File: config.mk
export PLATFORM = sky130hd
export DESIGN_NAME = byte_logic_rotate_unit
export DESIGN_NICKNAME = d
export VERILOG_FILES = /design/src/logic_unit_pkg.sv /design/src/byte_combine.sv /design/src/byte_logic_rotate_unit.sv
export VERILOG_INCLUDE_DIRS = /design/src
export SDC_FILE = /design/constraint.sdc
export NUM_CORES = 1
export LEC_CHECK = 0
export BUFFER_PORTS_ARGS = -buffer_cell sky130_fd_sc_hd__buf_2
export CAP_MARGIN = 25
export CORE_MARGIN = 5
export CORE_UTILIZATION = 30
export DETAILED_ROUTE_END_ITERATION = 10
export PLACE_DENSITY_LB_ADDON = 0.25
export SLEW_MARGIN = 5
export SYNTH_ARGS = -nofsm -noshare
export SYNTH_HDL_FRONTEND = slang
export SYNTH_SLANG_ARGS = --single-unit
File: constraint.sdc
create_clock -name clk -period 2.12 [get_ports clk]
set_input_delay 0.212 -clock clk [delete_from_list [all_inputs] [get_ports clk]]
set_output_delay 0.212 -clock clk [all_outputs]
set_load 0.01 [all_outputs]
File: src/logic_unit_params.svh
// Constants for the byte logic and rotate unit: opcode codes, lengths,
// cycle counts. Assumes inclusion by bare name from the design files.
`ifndef LOGIC_UNIT_PARAMS_SVH
`define LOGIC_UNIT_PARAMS_SVH

// Operation codes on the op input
`define OPC_AND 4'h0
`define OPC_OR 4'h1
`define OPC_XOR 4'h2
`define OPC_CLR 4'h3
`define OPC_CPL 4'h4
`define OPC_RL 4'h5
`define OPC_RLC 4'h6
`define OPC_RR 4'h7
`define OPC_RRC 4'h8
`define OPC_SWAP 4'h9

// Operand form codes on the form input
`define FRM_BANK 3'h0
`define FRM_DIRECT 3'h1
`define FRM_INDIRECT 3'h2
`define FRM_IMM 3'h3
`define FRM_DIR_ACC 3'h4
`define FRM_DIR_IMM 3'h5

// Instruction lengths in bytes
`define LEN_ONE 2'h1
`define LEN_TWO 2'h2
`define LEN_THREE 2'h3

// Cycle counts
`define CYC_ONE 2'h1
`define CYC_TWO 2'h2
`define CYC_THREE 2'h3

// Accumulator and carry after reset
`define ACC_RESET 8'h00
`define CARRY_RESET 1'h0

`endif

File: src/logic_unit_pkg.sv
// Types for the byte logic and rotate unit.
// Assumes the params header supplies the opcode and form codes; state codes are set here.
package logic_unit_pkg;
    typedef enum logic [2:0] {
        st_idle = 3'h1,
        st_busy = 3'h2,
        st_done = 3'h4
    } state_type;
endpackage : logic_unit_pkg

File: src/byte_combine.sv
// Bitwise combiner: AND, OR or XOR of two bytes, one gate per bit.
// Assumes a purely combinational use inside the sequencer.
`timescale 1ns/10ps
`include "logic_unit_params.svh"
module byte_combine #(
    parameter int WIDTH = 8
) (
    // Operation select
    input wire logic [3:0] op,
    // Operands and result
    input wire logic [WIDTH-1:0] left,
    input wire logic [WIDTH-1:0] right,
    output logic [WIDTH-1:0] result
);
    // Each result bit sees only its own operand bits; one continuous
    // assignment per bit keeps every bit to a single driver
    for (genvar i = 0; i < WIDTH; i++) begin : g_bit
        assign result[i] = (op == `OPC_OR) ? (left[i] | right[i]) :
            (op == `OPC_XOR) ? (left[i] ^ right[i]) :
            (left[i] & right[i]);
    end
endmodule : byte_combine

File: src/byte_logic_rotate_unit.sv
// Byte logic and rotate unit: runs logic, clear, complement, rotate and
// swap instructions on the accumulator and carry, writing direct bytes.
// Assumes the core presents the operand for the chosen form with start,
// and keeps op, form and operand steady until done.
// Overview of operation
// - Logical operations combine the operands bit by bit only.
// - AND bank register to accumulator: one byte, one cycle.
// - AND direct byte to accumulator: two bytes, two cycles.
// - AND indirect RAM to accumulator: one byte, two cycles.
// - AND immediate to accumulator: two bytes, two cycles.
// - AND accumulator into direct byte: two bytes, three cycles.
// - AND immediate into direct byte: three bytes, three cycles.
// - OR has the same six forms, lengths and cycle counts as AND.
// - XOR has the same six forms, lengths and cycle counts as AND.
// - Plain rotates move the accumulator one place, carry untouched.
// - Rotate left through carry: bit 7 to carry, carry to bit 0.
// - Rotate right through carry: bit 0 to carry, carry to bit 7.
// - Swap exchanges accumulator nibbles in one byte, one cycle.
`timescale 1ns/10ps
`include "logic_unit_params.svh"
module byte_logic_rotate_unit #(
    parameter int WIDTH = 8
) (
    // Clock, reset, enable
    input wire logic clk,
    input wire logic rstn,
    input wire logic ce,
    // Instruction issue
    input wire logic start,
    input wire logic [3:0] op,
    input wire logic [2:0] form,
    input wire logic [WIDTH-1:0] operand,
    input wire logic [WIDTH-1:0] imm_data,
    // Architectural state and results
    output logic [WIDTH-1:0] acc,
    output logic carry,
    output logic [WIDTH-1:0] direct_wdata,
    output logic direct_we,
    output logic done,
    output logic busy,
    output logic [1:0] instr_len,
    output logic [1:0] instr_cycles
);
    logic_unit_pkg::state_type state;
    logic [1:0] count;
    logic [1:0] next_len;
    logic [1:0] next_cycles;
    logic [WIDTH-1:0] combined;
    logic [WIDTH-1:0] rhs;
    logic [WIDTH-1:0] lhs;
    logic is_logic;
    logic to_direct;
    logic finish;

    assign is_logic = (op == `OPC_AND) || (op == `OPC_OR) ||
        (op == `OPC_XOR);
    assign to_direct = is_logic &&
        ((form == `FRM_DIR_ACC) || (form == `FRM_DIR_IMM));

    // Operand steering: the direct-with-immediate form pairs the fetched
    // byte with the constant, every other form pairs it with acc
    always_comb begin
        if (is_logic && form == `FRM_DIR_IMM) begin
            lhs = operand;
            rhs = imm_data;
        end else if (is_logic && form == `FRM_DIR_ACC) begin
            lhs = operand;
            rhs = acc;
        end else begin
            lhs = acc;
            rhs = operand;
        end
    end

    byte_combine #(.WIDTH(WIDTH)) u_combine (
        .op(op),
        .left(lhs),
        .right(rhs),
        .result(combined)
    );

    // Length and timing per form; shared by AND, OR and XOR alike
    always_comb begin
        next_len = `LEN_ONE;
        next_cycles = `CYC_ONE;
        if (is_logic) begin
            if (form == `FRM_BANK) begin
                next_len = `LEN_ONE;
                next_cycles = `CYC_ONE;
            end else if (form == `FRM_DIRECT) begin
                next_len = `LEN_TWO;
                next_cycles = `CYC_TWO;
            end else if (form == `FRM_INDIRECT) begin
                next_len = `LEN_ONE;
                next_cycles = `CYC_TWO;
            end else if (form == `FRM_IMM) begin
                next_len = `LEN_TWO;
                next_cycles = `CYC_TWO;
            end else if (form == `FRM_DIR_ACC) begin
                next_len = `LEN_TWO;
                next_cycles = `CYC_THREE;
            end else begin
                next_len = `LEN_THREE;
                next_cycles = `CYC_THREE;
            end
        end
    end

    // Finishing cycle: a one-cycle instruction finishes at issue
    assign finish = ce && (((state == logic_unit_pkg::st_idle) && start &&
        (next_cycles == `CYC_ONE)) ||
        ((state == logic_unit_pkg::st_busy) && (count == 2'h1)));

    // Sequencer: idle, busy for multi-cycle forms, done pulse
    always_ff @(posedge clk or negedge rstn) begin
        if (!rstn) begin
            state <= logic_unit_pkg::st_idle;
            count <= 2'h0;
        end else if (ce) begin
            case (state)
                logic_unit_pkg::st_idle: begin
                    if (start && next_cycles != `CYC_ONE) begin
                        state <= logic_unit_pkg::st_busy;
                        count <= next_cycles - 2'h1;
                    end else if (start) begin
                        state <= logic_unit_pkg::st_done;
                    end
                end
                logic_unit_pkg::st_busy: begin
                    count <= count - 2'h1;
                    if (count == 2'h1) begin
                        state <= logic_unit_pkg::st_done;
                    end
                end
                logic_unit_pkg::st_done: begin
                    state <= logic_unit_pkg::st_idle;
                end
                default: begin
                    state <= logic_unit_pkg::st_idle;
                end
            endcase
        end
    end

    // Status outputs, all registered
    always_ff @(posedge clk or negedge rstn) begin
        if (!rstn) begin
            busy <= 1'b0;
            done <= 1'b0;
            instr_len <= 2'h0;
            instr_cycles <= 2'h0;
        end else if (ce) begin
            done <= finish;
            busy <= (state == logic_unit_pkg::st_idle) ? (start &&
                next_cycles != `CYC_ONE) :
                (state == logic_unit_pkg::st_busy && count != 2'h1);
            if (state == logic_unit_pkg::st_idle && start) begin
                instr_len <= next_len;
                instr_cycles <= next_cycles;
            end
        end
    end

    // Accumulator and carry update at the finishing cycle only, so
    // a multi-cycle form never shows a half-done value
    always_ff @(posedge clk or negedge rstn) begin
        if (!rstn) begin
            acc <= `ACC_RESET;
            carry <= `CARRY_RESET;
        end else if (finish) begin
            case (op)
                `OPC_AND, `OPC_OR, `OPC_XOR: begin
                    if (!to_direct) begin
                        acc <= combined;
                    end
                end
                `OPC_CLR: acc <= '0;
                `OPC_CPL: acc <= ~acc;
                `OPC_RL: acc <= {acc[WIDTH-2:0], acc[WIDTH-1]};
                `OPC_RR: acc <= {acc[0], acc[WIDTH-1:1]};
                `OPC_RLC: begin
                    acc <= {acc[WIDTH-2:0], carry};
                    carry <= acc[WIDTH-1];
                end
                `OPC_RRC: begin
                    acc <= {carry, acc[WIDTH-1:1]};
                    carry <= acc[0];
                end
                `OPC_SWAP: begin
                    acc <= {acc[WIDTH/2-1:0], acc[WIDTH-1:WIDTH/2]};
                end
                default: acc <= acc;
            endcase
        end
    end

    // Write-back to the direct byte, one strobe at the end
    always_ff @(posedge clk or negedge rstn) begin
        if (!rstn) begin
            direct_we <= 1'b0;
            direct_wdata <= '0;
        end else if (ce) begin
            direct_we <= finish && to_direct;
            if (finish && to_direct) begin
                direct_wdata <= combined;
            end
        end
    end
endmodule : byte_logic_rotate_unit

==> impl_metrics.env <==
export IMPL_dieWidth_um=104
export IMPL_seq_power_share=0.344
export IMPL_instances_no_fill=478
export IMPL_cp_start_kind="input pin"
export IMPL_area_delta_synth_final_pct=18.9
export IMPL_tritoncts="done"
export IMPL_power_leakage_nw=1.52
export IMPL_start_util=0.306
export IMPL_synth_seq_area_share=0.274
export IMPL_grt_overflow=0
export IMPL_pin_count=51
export IMPL_grt_max_degree=30
export IMPL_clock_sinks=29
export IMPL_cts_buffer_depth=2
export IMPL_p_int_mw=1.45
export IMPL_status="complete, no violations"
export IMPL_grt_pass1_wl_um=11900
export IMPL_r2r_end="direct_wdata[0]"
export IMPL_insertion_delay_ps=270
export IMPL_p_per_area_mw_per_mm2=765
export IMPL_drive_gt1_frac=0.262
export IMPL_endpoint="direct_wdata[1]"
export IMPL_combPwrFrac=0.460
export IMPL_p_sw_frac=0.400
export IMPL_synth_top_area_cell="dfrtp_1"
export IMPL_period_needed_ps=1880
export IMPL_setup_viol=0
export IMPL_r2r_slack_ps=300
export IMPL_n_antenna_cell=0
export IMPL_clk_pin_slew_ps=60
export IMPL_syn_nets=360
export IMPL_yosysMostFrequentCell="nand2_1"
export IMPL_first_iter_violations=114
export IMPL_endpoint_kind="flip-flop"
export IMPL_track_usage=0.131
export IMPL_fin_crit_sh=0.889
export IMPL_htree_levels=2
export IMPL_slew_violations=0
export IMPL_antenna_found_initial=0
export IMPL_rsz0062_at_grt="no"
export IMPL_p_sw_uw=965
export IMPL_p_clk_frac=0.196
export IMPL_fp_dieH_um=104
export IMPL_ys_top_cells_by_area="dfrtp_1, mux2i_1, ha_1, a21oi_1, nand2_1"
export IMPL_synthCells=316
export IMPL_timing_rr_start="state[2]"
export IMPL_synth_seq_cells=29
export IMPL_finalHoldViolCount=0
export IMPL_drtPass1Iterations=4
export IMPL_nNetsFinal=413
export IMPL_critical_path_class="in -> reg"
export IMPL_synth_edff_count=0
export IMPL_wl_per_cell_um=15.0
export IMPL_fill_cells=949
export IMPL_cts_buffers=5
export IMPL_slew_limit_headroom=0.544
export IMPL_cts_root_buf="clkbuf_8"
export IMPL_die_area_mm2=0.0108
export IMPL_placedCellCount=469
export IMPL_ant_nets=0
export IMPL_synth_async_reset_ratio=1.00
export IMPL_post_cts_buffers=0
export IMPL_synth_commonest_cells="nand2_1, dfrtp_1, a21oi_1, mux2i_1, inv_1"
export IMPL_syn_area_mm2=0.00266
export IMPL_synth_flop_cell="dfrtp_1"
export IMPL_core_mm2=0.00868
export IMPL_tightest_slew_ps=684
export IMPL_worst_hold_path_type="in -> reg"
export IMPL_reg2reg_depth=4
export IMPL_hpwl_um=5330
export IMPL_port_buffers=50
export IMPL_vias_per_cell=5.10
export IMPL_irDropWorstVdd_uv=240
export IMPL_max_freq_mhz=531
export IMPL_yosysWarnings=0
export IMPL_grt_pass1_vias=2341
export IMPL_drv_cap=0
export IMPL_synth_top_area_frac=0.264
export IMPL_required_ps=2280
export IMPL_path_max_fanout=25
export IMPL_hold_depth=2
export IMPL_synth_distinct_cells=55
export IMPL_cp_data_arrival_time_ps=2040
export IMPL_num_rows=34
export IMPL_critical_path_startpoint="op[0]"
export IMPL_whs_ps=262
export IMPL_skew_ps=4.25
export IMPL_finalWeightedCongestion=0.809
export IMPL_drt_drc_violations_left=0
export IMPL_routed_wl_um=7170
export IMPL_routed_via_count=2436
export IMPL_syn_mean_instance_area_um2=8.40
-- sequential cells by signal, summed over array words and instances, names as in the netlist --
register and count:
count 2, busy 1, instr_len 2, carry 1, state 3, instr_cycles 2, acc 8, done 1
direct_wdata 8, direct_we 1
-- worst min-delay path by stage --
stage | slack [ps] | to | startpoint
finish | 260 | state[2] | ce
global route | 290 | state[2] | ce
CTS | 260 | state[2] | ce
detailed placement | 290 | busy | rstn
global placement | 300 | busy | rstn
floorplan | -80 | acc[0] | rstn
-- cells in the final DEF, fill, tap and decap left out, types with 6 or more instances in the layout --
master / count
buf_2: 50
nand2_1: 34
dfrtp_1: 28
a21oi_1: 27
mux2i_1: 26
inv_1: 24
o21ai_0: 21
nor2_1: 21
ha_1: 17
buf_4: 16
mux2_2: 9
nand2b_1: 9
nand3_1: 8
mux2_1: 8
o31ai_1: 7
clkbuf_8: 6
-- metal layers --
layer	vias up	part of all wire	wire length, um	GRT usage
met5	-	0	0	0
met4	0	0.0038	27	0.0278
met3	2	0.031	223	0.0180
met2	52	0.47	3400	0.217
met1	1159	0.49	3520	0.181
li1	1223	-	-	-
-- worst max-delay path: stages --
cell	delay, ps
buf_2	130
a211oi_4	310
nand2_2	110
buf_12	160
mux2_2	290
ha_1	300
mux2i_1	130
mux2i_1	120
mux2_1	290
-- through the flow --
step                worst slack, ps   util  TNS [ps]  instance area (um^2)  power, mW
CTS                             230  0.364         0                  3160       2.45
global placement              -11.3  0.352     -11.3                  3060       1.93
floorplan                      65.4      -         0                  2660       1.55
global route                    122  0.364         0                  3160       2.64
finish                          236  0.364         0                  3160       2.41
detailed placement            -44.4  0.352      -282                  3060       1.97
-- power groups by stage --
stage | registers (mW) | clock network [mW] | logic, mW
after floorplan | 0.857 | 0 | 0.698
after detailed placement | 0.844 | 0 | 1.12
after global routing | 0.858 | 0.512 | 1.27
after global placement | 0.841 | 0 | 1.09
final | 0.831 | 0.474 | 1.11
after CTS | 0.836 | 0.491 | 1.13
-- cells by family after synthesis --
group / synth area share
and+or+nand+nor: 0.170
AOI/OAI and AO/OA: 0.222
buffers and inverters: 0.0839
muxes: 0.170
DFF: 0.274
adders and majority gates: 0.0801
-- area by class of cell --
type / count / area (um^2) / area share
tap: 108 / 135 / 0.0428
multi-input combinational: 240 / 1710 / 0.542
clock buffer: 8 / 90.1 / 0.0285
timing repair buffer: 68 / 400 / 0.127
sequential: 29 / 727 / 0.230
inverter: 25 / 93.8 / 0.0297
-- timing repair --
item | CTS | global route
endpoints found under the hold margin | 21 | 0
resized for setup | 0 | 0
hold buffers | 1 | 0
No activity file was read; power rests on OpenSTA's default activity.
